==> config.mk <==
export PLATFORM = sky130hd
export DESIGN_NAME = ivlw_top
export DESIGN_NICKNAME = d
export VERILOG_FILES = /design/src/hw/ivlw_pkg.sv /design/src/hw/ivlw_flag_if.sv /design/src/hw/ivlw_flag_bank.sv /design/src/hw/ivlw_prio.sv /design/src/hw/ivlw_top.sv
export SDC_FILE = /design/constraint.sdc
export NUM_CORES = 1
export LEC_CHECK = 0
export BUFFER_PORTS_ARGS = -buffer_cell sky130_fd_sc_hd__buf_4
export CORE_AREA = 10 10 89 91
export CTS_CLUSTER_SIZE = 12
export DETAILED_ROUTE_END_ITERATION = 10
export DIE_AREA = 0 0 99 101
export PLACE_DENSITY = 0.77
export SYNTH_ARGS = -nofsm -noshare
export SYNTH_HDL_FRONTEND = slang
export SYNTH_SLANG_ARGS = --single-unit
==> constraint.sdc <==
create_clock -name core_clk -period 4.8 [get_ports core_clk]
set_clock_uncertainty 0.1 [all_clocks]
set_input_delay 0.24 -clock core_clk [delete_from_list [all_inputs] [get_ports core_clk]]
set_output_delay 0.24 -clock core_clk [all_outputs]
set_load 0.05 [all_outputs]
==> src/hw/ivlw_pkg.sv <==
// Constants, types and helpers of the interrupt vectoring and long write block
package ivlw_pkg;
  // ----------------------------------------------------------------
  // Source counts and indices
  // ----------------------------------------------------------------
  localparam int N_SRC = 18;
  localparam int N_CORE = 3;
  localparam int N_PERIPH = 15;
  localparam int SRC_EXT = 0;
  localparam int SRC_T0OV = 1;
  localparam int SRC_T0CK = 2;
  localparam int SRC_PER = 3;
  localparam int PRA_W = 8;
  localparam int PRB_W = 7;
  // ----------------------------------------------------------------
  // Register map (byte addresses)
  // ----------------------------------------------------------------
  localparam int ADDR_W = 12;
  localparam logic [11:0] OFF_CORE_STATUS = 12'h000;
  localparam logic [11:0] OFF_CORE_IRQ_STATUS = 12'h004;
  localparam logic [11:0] OFF_PERIPH_REQ_A = 12'h008;
  localparam logic [11:0] OFF_PERIPH_EN_A = 12'h00C;
  localparam logic [11:0] OFF_PERIPH_REQ_B = 12'h010;
  localparam logic [11:0] OFF_PERIPH_EN_B = 12'h014;
  // ----------------------------------------------------------------
  // Field positions and reset values
  // ----------------------------------------------------------------
  localparam int CS_GID_BIT = 0;
  localparam int CS_LONG_BIT = 1;
  localparam int CIS_EN_LSB = 0;
  localparam int CIS_PEIE_BIT = 3;
  localparam int CIS_FLAG_LSB = 4;
  localparam int CIS_PEND_BIT = 7;
  localparam logic GID_RST = 1'b1;
  // ----------------------------------------------------------------
  // Vector addresses
  // ----------------------------------------------------------------
  localparam logic [15:0] VEC_EXT = 16'h0008;
  localparam logic [15:0] VEC_T0OV = 16'h0010;
  localparam logic [15:0] VEC_T0CK = 16'h0018;
  localparam logic [15:0] VEC_PER = 16'h0020;

  typedef enum logic {ST_RUN = 1'b0, ST_LONG = 1'b1} ivlw_state_t;

  // One-hot winner to its vector address
  function automatic logic [15:0] vec_addr_of(input logic [3:0] sel);
    logic [15:0] a;
    a = VEC_PER;
    if (sel[SRC_EXT]) a = VEC_EXT;
    else if (sel[SRC_T0OV]) a = VEC_T0OV;
    else if (sel[SRC_T0CK]) a = VEC_T0CK;
    return a;
  endfunction : vec_addr_of
endpackage : ivlw_pkg

==> src/hw/ivlw_flag_if.sv <==
// Carrier between the controller and a bank of interrupt flags
`timescale 1ns/1ps
interface ivlw_flag_if #(parameter int W = 8) (input wire logic clk);
  logic [W-1:0] flags;
  logic [W-1:0] set;
  logic [W-1:0] hw_clr;
  logic sw_wr;
  logic [W-1:0] sw_data;
  modport bank (input clk, input set, input hw_clr, input sw_wr, input sw_data, output flags);
  modport ctl (output set, output hw_clr, output sw_wr, output sw_data, input flags);
endinterface : ivlw_flag_if

==> src/hw/ivlw_flag_bank.sv <==
// Bank of sticky interrupt flags; hardware set beats any clear
`timescale 1ns/1ps
module ivlw_flag_bank #(
  parameter int W = 8
) (
  input wire logic rst_n,   // Synchronous reset, active low
  ivlw_flag_if.bank fi      // Set, clear and software write
);
  logic [W-1:0] flags_r;
  logic [W-1:0] flags_nxt;

  always_comb begin
    flags_nxt = ((fi.sw_wr ? fi.sw_data : flags_r) & ~fi.hw_clr) | fi.set;
  end

  always_ff @(posedge fi.clk) begin
    if (!rst_n) begin
      flags_r <= '0;
    end else begin
      flags_r <= flags_nxt;
    end
  end

  assign fi.flags = flags_r;
endmodule : ivlw_flag_bank

==> src/hw/ivlw_prio.sv <==
// Fixed priority pick among the three core sources and the peripheral group
`timescale 1ns/1ps
module ivlw_prio (
  input wire logic [2:0] core_pend,   // Enabled and flagged core sources
  input wire logic periph_pend,       // Any enabled peripheral request
  output logic [3:0] sel,             // One-hot winner
  output logic any                    // Some source pending
);
  always_comb begin
    sel = 4'h0;
    if (core_pend[ivlw_pkg::SRC_EXT]) begin
      sel[ivlw_pkg::SRC_EXT] = 1'b1;
    end else if (core_pend[ivlw_pkg::SRC_T0OV]) begin
      sel[ivlw_pkg::SRC_T0OV] = 1'b1;
    end else if (core_pend[ivlw_pkg::SRC_T0CK]) begin
      sel[ivlw_pkg::SRC_T0CK] = 1'b1;
    end else if (periph_pend) begin
      sel[ivlw_pkg::SRC_PER] = 1'b1;
    end
    any = |sel;
  end
endmodule : ivlw_prio

==> src/hw/ivlw_top.sv <==
// Interrupt vectoring and long table write control with APB registers
//
// What this block does
// - Eighteen sources: pin, timer0 overflow, timer0 pin edge, fifteen peripheral events.
// - While the global disable bit is set, no source vectors.
// - Taking an interrupt sets global disable, pushes return, loads the vector.
// - Four vectors: pin, timer0 overflow, timer0 pin edge, one shared peripheral.
// - Vectoring to a core source vector clears that source's flag.
// - Vectoring to the peripheral vector leaves peripheral flags untouched.
// - Each flag sets on its event regardless of enables and global disable.
// - Vectoring outside a long write waits for an instruction end, so two-cycle instructions add latency.
// - Return from interrupt pops the stack and clears global disable.
// - A table write starts a long write that halts execution until ended.
// - Only reset or an enabled flagged source ends a long write.
// - A core source ending a long write has the flag of the top-priority pending core source cleared, the pin first.
// - A table write with an enabled request pending aborts as a no-op.
// - A peripheral source ending a long write keeps its flag set.
// - After an interrupt ends a long write, vector only if global disable clear.
// - Without programming voltage a table write is a short write, memory unchanged.
//
// Added by the designer: the APB slave port and the placing of the registers.
`timescale 1ns/1ps
module ivlw_top (
  input wire logic core_clk,                    // Core clock, 125 MHz
  input wire logic rst_n,                       // Synchronous reset, active low
  input wire logic psel,                        // APB select
  input wire logic penable,                     // APB enable
  input wire logic pwrite,                      // APB write
  input wire logic [11:0] paddr,                // APB byte address
  input wire logic [31:0] pwdata,               // APB write data
  output logic [31:0] prdata,                   // APB read data
  output logic pready,                          // APB ready
  output logic pslverr,                         // APB error, unmapped address
  input wire logic external_irq_pin,            // Pin, asynchronous
  input wire logic program_voltage_pin,         // Programming voltage present, asynchronous
  input wire logic timer0_overflow,             // Timer0 overflow pulse
  input wire logic timer0_clock_pin_edge,       // Timer0 pin edge pulse
  input wire logic [14:0] periph_evt,           // Peripheral event pulses
  input wire logic instr_end,                   // Pulse at end of each instruction
  input wire logic return_from_irq_instr,       // Pulse, return instruction executes
  input wire logic table_write_instr,           // Pulse, table write executes
  output logic vec_take,                        // Pulse: push return, load vector
  output logic [15:0] vec_addr,                 // Vector address, valid with vec_take
  output logic stack_pop,                       // Pulse: pop stack into counter
  output logic exec_halt,                       // Level: long write in progress
  output logic long_end,                        // Pulse: long write ended by interrupt
  output logic tbl_abort,                       // Pulse: table write replaced by no-op
  output logic tbl_short                        // Pulse: short write, memory unchanged
);
  // ----------------------------------------------------------------
  // Pin synchronisers
  // ----------------------------------------------------------------
  logic ext_s1_r, ext_s2_r, ext_s3_r;
  logic vpp_s1_r, vpp_s2_r;
  logic ext_rise;

  always_ff @(posedge core_clk) begin
    if (!rst_n) begin
      ext_s1_r <= 1'b0;
      ext_s2_r <= 1'b0;
      ext_s3_r <= 1'b0;
      vpp_s1_r <= 1'b0;
      vpp_s2_r <= 1'b0;
    end else begin
      ext_s1_r <= external_irq_pin;
      ext_s2_r <= ext_s1_r;
      ext_s3_r <= ext_s2_r;
      vpp_s1_r <= program_voltage_pin;
      vpp_s2_r <= vpp_s1_r;
    end
  end

  assign ext_rise = ext_s2_r & ~ext_s3_r;

  // ----------------------------------------------------------------
  // Flag banks
  // ----------------------------------------------------------------
  ivlw_flag_if #(.W(ivlw_pkg::N_CORE)) core_if (.clk(core_clk));
  ivlw_flag_if #(.W(ivlw_pkg::N_PERIPH)) per_if (.clk(core_clk));

  ivlw_flag_bank #(.W(ivlw_pkg::N_CORE)) u_core_bank (.rst_n(rst_n), .fi(core_if));
  ivlw_flag_bank #(.W(ivlw_pkg::N_PERIPH)) u_per_bank (.rst_n(rst_n), .fi(per_if));

  logic [2:0] core_en_r, core_en_nxt;
  logic peie_r, peie_nxt;
  logic [14:0] per_en_r, per_en_nxt;
  logic gid_r, gid_nxt;
  logic [2:0] hw_clr_core;
  logic gid_set;

  // ----------------------------------------------------------------
  // APB slave
  // ----------------------------------------------------------------
  logic pready_r, pready_nxt;
  logic pslverr_r, pslverr_nxt;
  logic [31:0] prdata_r, prdata_nxt;
  logic acc;
  logic wr_cs, wr_cis, wr_pra, wr_pea, wr_prb, wr_peb;
  logic mapped;

  assign acc = psel & penable & pready_r & pwrite;
  assign wr_cs = acc & (paddr == ivlw_pkg::OFF_CORE_STATUS);
  assign wr_cis = acc & (paddr == ivlw_pkg::OFF_CORE_IRQ_STATUS);
  assign wr_pra = acc & (paddr == ivlw_pkg::OFF_PERIPH_REQ_A);
  assign wr_pea = acc & (paddr == ivlw_pkg::OFF_PERIPH_EN_A);
  assign wr_prb = acc & (paddr == ivlw_pkg::OFF_PERIPH_REQ_B);
  assign wr_peb = acc & (paddr == ivlw_pkg::OFF_PERIPH_EN_B);

  logic [2:0] core_pend;
  logic [14:0] per_pend_vec;
  logic per_pend;
  logic [3:0] win_sel;
  logic win_any;
  ivlw_pkg::ivlw_state_t state_r, state_nxt;

  assign core_pend = core_if.flags & core_en_r;
  assign per_pend_vec = per_if.flags & per_en_r;
  assign per_pend = peie_r & (|per_pend_vec);

  always_comb begin
    pready_nxt = psel & ~penable;
    pslverr_nxt = 1'b0;
    prdata_nxt = 32'h0000_0000;
    mapped = 1'b1;
    if (psel & ~penable) begin
      unique case (paddr)
        ivlw_pkg::OFF_CORE_STATUS: begin
          prdata_nxt[ivlw_pkg::CS_GID_BIT] = gid_r;
          prdata_nxt[ivlw_pkg::CS_LONG_BIT] = (state_r == ivlw_pkg::ST_LONG);
        end
        ivlw_pkg::OFF_CORE_IRQ_STATUS: begin
          prdata_nxt[ivlw_pkg::CIS_EN_LSB +: 3] = core_en_r;
          prdata_nxt[ivlw_pkg::CIS_PEIE_BIT] = peie_r;
          prdata_nxt[ivlw_pkg::CIS_FLAG_LSB +: 3] = core_if.flags;
          prdata_nxt[ivlw_pkg::CIS_PEND_BIT] = per_pend;
        end
        ivlw_pkg::OFF_PERIPH_REQ_A: prdata_nxt[7:0] = per_if.flags[7:0];
        ivlw_pkg::OFF_PERIPH_EN_A: prdata_nxt[7:0] = per_en_r[7:0];
        ivlw_pkg::OFF_PERIPH_REQ_B: prdata_nxt[6:0] = per_if.flags[14:8];
        ivlw_pkg::OFF_PERIPH_EN_B: prdata_nxt[6:0] = per_en_r[14:8];
        default: mapped = 1'b0;
      endcase
      pslverr_nxt = ~mapped;
    end
  end

  always_ff @(posedge core_clk) begin
    if (!rst_n) begin
      pready_r <= 1'b0;
      pslverr_r <= 1'b0;
      prdata_r <= 32'h0000_0000;
    end else begin
      pready_r <= pready_nxt;
      pslverr_r <= pslverr_nxt;
      prdata_r <= prdata_nxt;
    end
  end

  // ----------------------------------------------------------------
  // Enables and flag writes
  // ----------------------------------------------------------------
  always_comb begin
    core_en_nxt = wr_cis ? pwdata[ivlw_pkg::CIS_EN_LSB +: 3] : core_en_r;
    peie_nxt = wr_cis ? pwdata[ivlw_pkg::CIS_PEIE_BIT] : peie_r;
    per_en_nxt = per_en_r;
    if (wr_pea) per_en_nxt[7:0] = pwdata[7:0];
    if (wr_peb) per_en_nxt[14:8] = pwdata[6:0];
  end

  always_ff @(posedge core_clk) begin
    if (!rst_n) begin
      core_en_r <= 3'h0;
      peie_r <= 1'b0;
      per_en_r <= 15'h0000;
    end else begin
      core_en_r <= core_en_nxt;
      peie_r <= peie_nxt;
      per_en_r <= per_en_nxt;
    end
  end

  assign core_if.set = {timer0_clock_pin_edge, timer0_overflow, ext_rise};
  assign core_if.sw_wr = wr_cis;
  assign core_if.sw_data = pwdata[ivlw_pkg::CIS_FLAG_LSB +: 3];
  assign core_if.hw_clr = hw_clr_core;
  assign per_if.set = periph_evt;
  assign per_if.sw_wr = wr_pra | wr_prb;
  assign per_if.sw_data = wr_pra ? {per_if.flags[14:8], pwdata[7:0]}
                                 : {pwdata[6:0], per_if.flags[7:0]};
  // Peripheral flags get no hardware clear at all
  assign per_if.hw_clr = 15'h0000;

  // ----------------------------------------------------------------
  // Vectoring and long write control
  // ----------------------------------------------------------------
  ivlw_prio u_prio (
    .core_pend(core_pend),
    .periph_pend(per_pend),
    .sel(win_sel),
    .any(win_any)
  );

  logic vec_r, vec_nxt;
  logic [15:0] vaddr_r, vaddr_nxt;
  logic pop_r, pop_nxt;
  logic halt_r, halt_nxt;
  logic end_r, end_nxt;
  logic abort_r, abort_nxt;
  logic short_r, short_nxt;

  always_comb begin
    state_nxt = state_r;
    vec_nxt = 1'b0;
    vaddr_nxt = vaddr_r;
    end_nxt = 1'b0;
    abort_nxt = 1'b0;
    short_nxt = 1'b0;
    hw_clr_core = 3'h0;
    gid_set = 1'b0;
    pop_nxt = return_from_irq_instr;
    unique case (state_r)
      ivlw_pkg::ST_RUN: begin
        if (table_write_instr) begin
          if (win_any) begin
            abort_nxt = 1'b1;
            hw_clr_core = win_sel[2:0];
          end else if (vpp_s2_r) begin
            state_nxt = ivlw_pkg::ST_LONG;
          end else begin
            short_nxt = 1'b1;
          end
        // Only at an instruction end, so a two-cycle one delays it a cycle
        end else if (instr_end && win_any && !gid_r) begin
          vec_nxt = 1'b1;
          vaddr_nxt = ivlw_pkg::vec_addr_of(win_sel);
          gid_set = 1'b1;
          hw_clr_core = win_sel[2:0];
        end
      end
      ivlw_pkg::ST_LONG: begin
        // Enable and flag end the write; global disable only gates the branch
        if (win_any) begin
          state_nxt = ivlw_pkg::ST_RUN;
          end_nxt = 1'b1;
          hw_clr_core = win_sel[2:0];
          if (!gid_r) begin
            vec_nxt = 1'b1;
            vaddr_nxt = ivlw_pkg::vec_addr_of(win_sel);
            gid_set = 1'b1;
          end
        end
      end
    endcase
    halt_nxt = (state_nxt == ivlw_pkg::ST_LONG);
    gid_nxt = wr_cs ? pwdata[ivlw_pkg::CS_GID_BIT] : gid_r;
    if (return_from_irq_instr) gid_nxt = 1'b0;
    if (gid_set) gid_nxt = 1'b1;
  end

  // Reset also ends a pending long write
  always_ff @(posedge core_clk) begin
    if (!rst_n) begin
      state_r <= ivlw_pkg::ST_RUN;
      gid_r <= ivlw_pkg::GID_RST;
      vec_r <= 1'b0;
      vaddr_r <= 16'h0000;
      pop_r <= 1'b0;
      halt_r <= 1'b0;
      end_r <= 1'b0;
      abort_r <= 1'b0;
      short_r <= 1'b0;
    end else begin
      state_r <= state_nxt;
      gid_r <= gid_nxt;
      vec_r <= vec_nxt;
      vaddr_r <= vaddr_nxt;
      pop_r <= pop_nxt;
      halt_r <= halt_nxt;
      end_r <= end_nxt;
      abort_r <= abort_nxt;
      short_r <= short_nxt;
    end
  end

  assign prdata = prdata_r;
  assign pready = pready_r;
  assign pslverr = pslverr_r;
  assign vec_take = vec_r;
  assign vec_addr = vaddr_r;
  assign stack_pop = pop_r;
  assign exec_halt = halt_r;
  assign long_end = end_r;
  assign tbl_abort = abort_r;
  assign tbl_short = short_r;
endmodule : ivlw_top

==> flow_summary.toml <==
[critical_path]
worstPathMaxFanout = 16
rrSetupSlack_ps = 2700
startpoint_type = "flop"
crit_arrival_ps = 2190
cp.required_ps = 4890
crit_chain = "and4_1, nand4_2, mux2i_1, a21oi_1"
critPathMaxStageDelay_ps = 660
crit_slowest_cell = "and4_1"
worstSetupEndpoint = "u_per_bank.fi.flags[9]"
rr_startpoint = "pready"
r2r_cells = 4
cp-startpoint = "pready"
crit_type = "reg -> reg"
critical_path.reg2reg.endpoint = "u_per_bank.fi.flags[9]"
end_kind = "flop"

[cells_and_area]
post_layout_nonfiller_instances = 477
area_growth_pct = 18.9
nNetsFinal = 469
n_antenna_cell = 0
fillCellCount = 578
drive_gt1_share_pct = 24.3

[logic_synthesis]
yosysMostFrequentCell = "dfxtp_1"
async_flop_share_pct = 0
synthAdderAreaFrac_pct = 0
ys_ff_latch = 62
yosys.area.top_type = "dfxtp_1"
synth.top_cells.by_count = "dfxtp_1 (62), buf_4 (38), nor3_1 (28)"
synth-compound-area-share_pct = 14.1
synth_area_um2 = 3010
netlist.area_leader.share_pct = 41.2
synthTopCellsByArea = "dfxtp_1 (41%), buf_4 (9.5%), mux2i_1 (7.3%), nor3_1 (4.7%), a21oi_1 (4.5%)"
yosysWarnings = 0
synth_edf_count = 0
synth_cell_types = 50
synth_seq_area_share_pct = 41.2
synthMuxAreaShare_pct = 9.56
synth_top_flop_cell = "dfxtp_1"
synth_area_per_cell_um2 = 8.96
synthSimpleGateAreaFrac_pct = 21.2
synth_top_family_by_area = "simple AND/OR/NAND/NOR gates"
synthXorXnorAreaFrac_pct = 0
synthCells = 336

[power]
ir_worst_vdd_uv = 175
pwr_density_cell_nw_per_um2 = 322
p_leak_nw = 1.68

[clocking]
cts_hold_buf = 0
postCtsSetupBuffers = 0
cts_buffers = 9
cts_sinks = 62
cts_tree = "built"
clkTransAtPathRegs_ps = 70
postCtsResizedCells = 0
cts_buffer_depth = 2
clock-root-buffer = "clkbuf_8"
clkLatencyLatePin_ps = 340
htreeDepth = 3

[die]
rows = 29
die_h_um = 101
boundaryPins = 127
die_w_um = 99
initial_core_util_pct = 48.5
core_area_um2 = 6200
die_area_um2 = 10000

[routing]
vias = 2628
final_antenna_net_count = 0
first_iter_violations = 335
wl_mm = 7.98
drt-vias-per-instance = 5.51
drc = 0
firstDrtPassIters = 5
wire_per_inst_um = 16.7

[placement]
hpwl_mm = 6.06
gp_congestion = 0.889
dp_cells = 464
numPortBuffers = 65

[timing]
final-setup-viol-count = 0
tightest_slew_ps = 931
fmax_mhz = 477
report.final.slew_viol_count = 0
slew_headroom_pct = 37.4
period_needed_ps = 2100
hold_violations = 0
setup-tns-final_ps = 0
rsz0062_at_grt = "false"
fin_crit_sh_pct = 43.7

[status]
outcome = "finished, final reports clean"

[min_path]
min_path_type = "in -> reg"
hold_path_depth = 2

[run]
maxCapViolCount = 0

[global_routing]
grt_pass1_vias = 2670
grtUsageTotal_pct = 16.3
antenna_found_initial = 0
overflow = 0
grt_pass1_wl_mm = 13.3
grt_max_degree = 37
-- registers in the layout, indices dropped and copies added, names as in the netlist, 3 cells and up --
signal,cells
u_core_bank.fi.flags,3
vec_addr,3
prdata,8
per_en_r,15
core_en_r,3
u_per_bank.fi.flags,15
-- area by class of cell --
cell class                      instances  area (um^2)  share of cell area [%]
Tap cell                               77         96.3                    2.69
Inverter                               16         60.1                    1.68
Clock inverter                          1         30.0                   0.839
Clock buffer                           12          165                    4.62
Multi-Input combinational cell        243         1490                    41.6
Timing Repair Buffer                   66          495                    13.8
Sequential cell                        62         1240                    34.7
-- power breakdown --
group	switching [mW]	total (mW)	leakage (nW)	internal, mW
clock network	0.182	0.455	0.100	0.274
logic	0.110	0.155	1.07	0.0443
registers	0.0129	0.543	0.507	0.530
total	0.305	1.15	1.68	0.848
-- layout by cell type (no fill, tap or decap), drive strengths merged, types with 7 or more instances in the layout --
cell type and count:
a21oi 27, a22oi 9, and2 7, buf 66, clkbuf 12, conb 37
dfxtp 62, inv 16, mux2i 22, nand2 24, nand3 13, nor2 18
nor3 29
-- cells by family after synthesis --
group | after synthesis
DFF | 62
AOI/OAI and AO/OA | 64
and+or+nand+nor | 115
buffers and inverters | 67
muxes | 27
other | 1
-- how the worst min path moves through the flow --
stage                               start                      end
detailed placement               ext_s3_r  u_core_bank.fi.flags[0]
CTS                   program_voltage_pin                 vpp_s1_r
finish                program_voltage_pin                 vpp_s1_r
global route        return_from_irq_instr                stack_pop
floorplan           return_from_irq_instr                stack_pop
global placement                 ext_s3_r  u_core_bank.fi.flags[0]
-- critical path: cells and delay by family (launching register included) --
| kind | cells | cell delay, ps |
|---|---|---|
| AO/OA/AOI/OAI | 1 | 80 |
| multiplexers | 1 | 280 |
| AND/OR/NAND/NOR | 2 | 1150 |
| flip-flops | 1 | 330 |
-- layer usage --
| metal | vias up | global-route usage (%) | wire, um |
|---|---|---|---|
| li1 | 1261 | - | - |
| met1 | 1203 | 20.0 | 3300 |
| met2 | 142 | 25.1 | 3630 |
| met3 | 22 | 5.35 | 836 |
| met4 | 0 | 8.38 | 210 |
| met5 | - | 0 | 0 |
-- metrics by stage --
| step | power (mW) | setup WS, ps | utilization (%) | instance area (um^2) | hold WS [ps] |
|---|---|---|---|---|---|
| floorplan | 0.680 | 2740 | - | 3140 | 262 |
| global placement | 0.703 | 2480 | 54.5 | 3380 | 295 |
| detailed placement | 0.706 | 2410 | 54.5 | 3380 | 297 |
| CTS | 1.16 | 2730 | 57.7 | 3580 | 11.1 |
| global route | 1.19 | 2520 | 57.7 | 3580 | 12.2 |
| finish | 1.15 | 2700 | 57.7 | 3580 | 16.8 |
No activity file was read; power rests on OpenSTA's default activity.
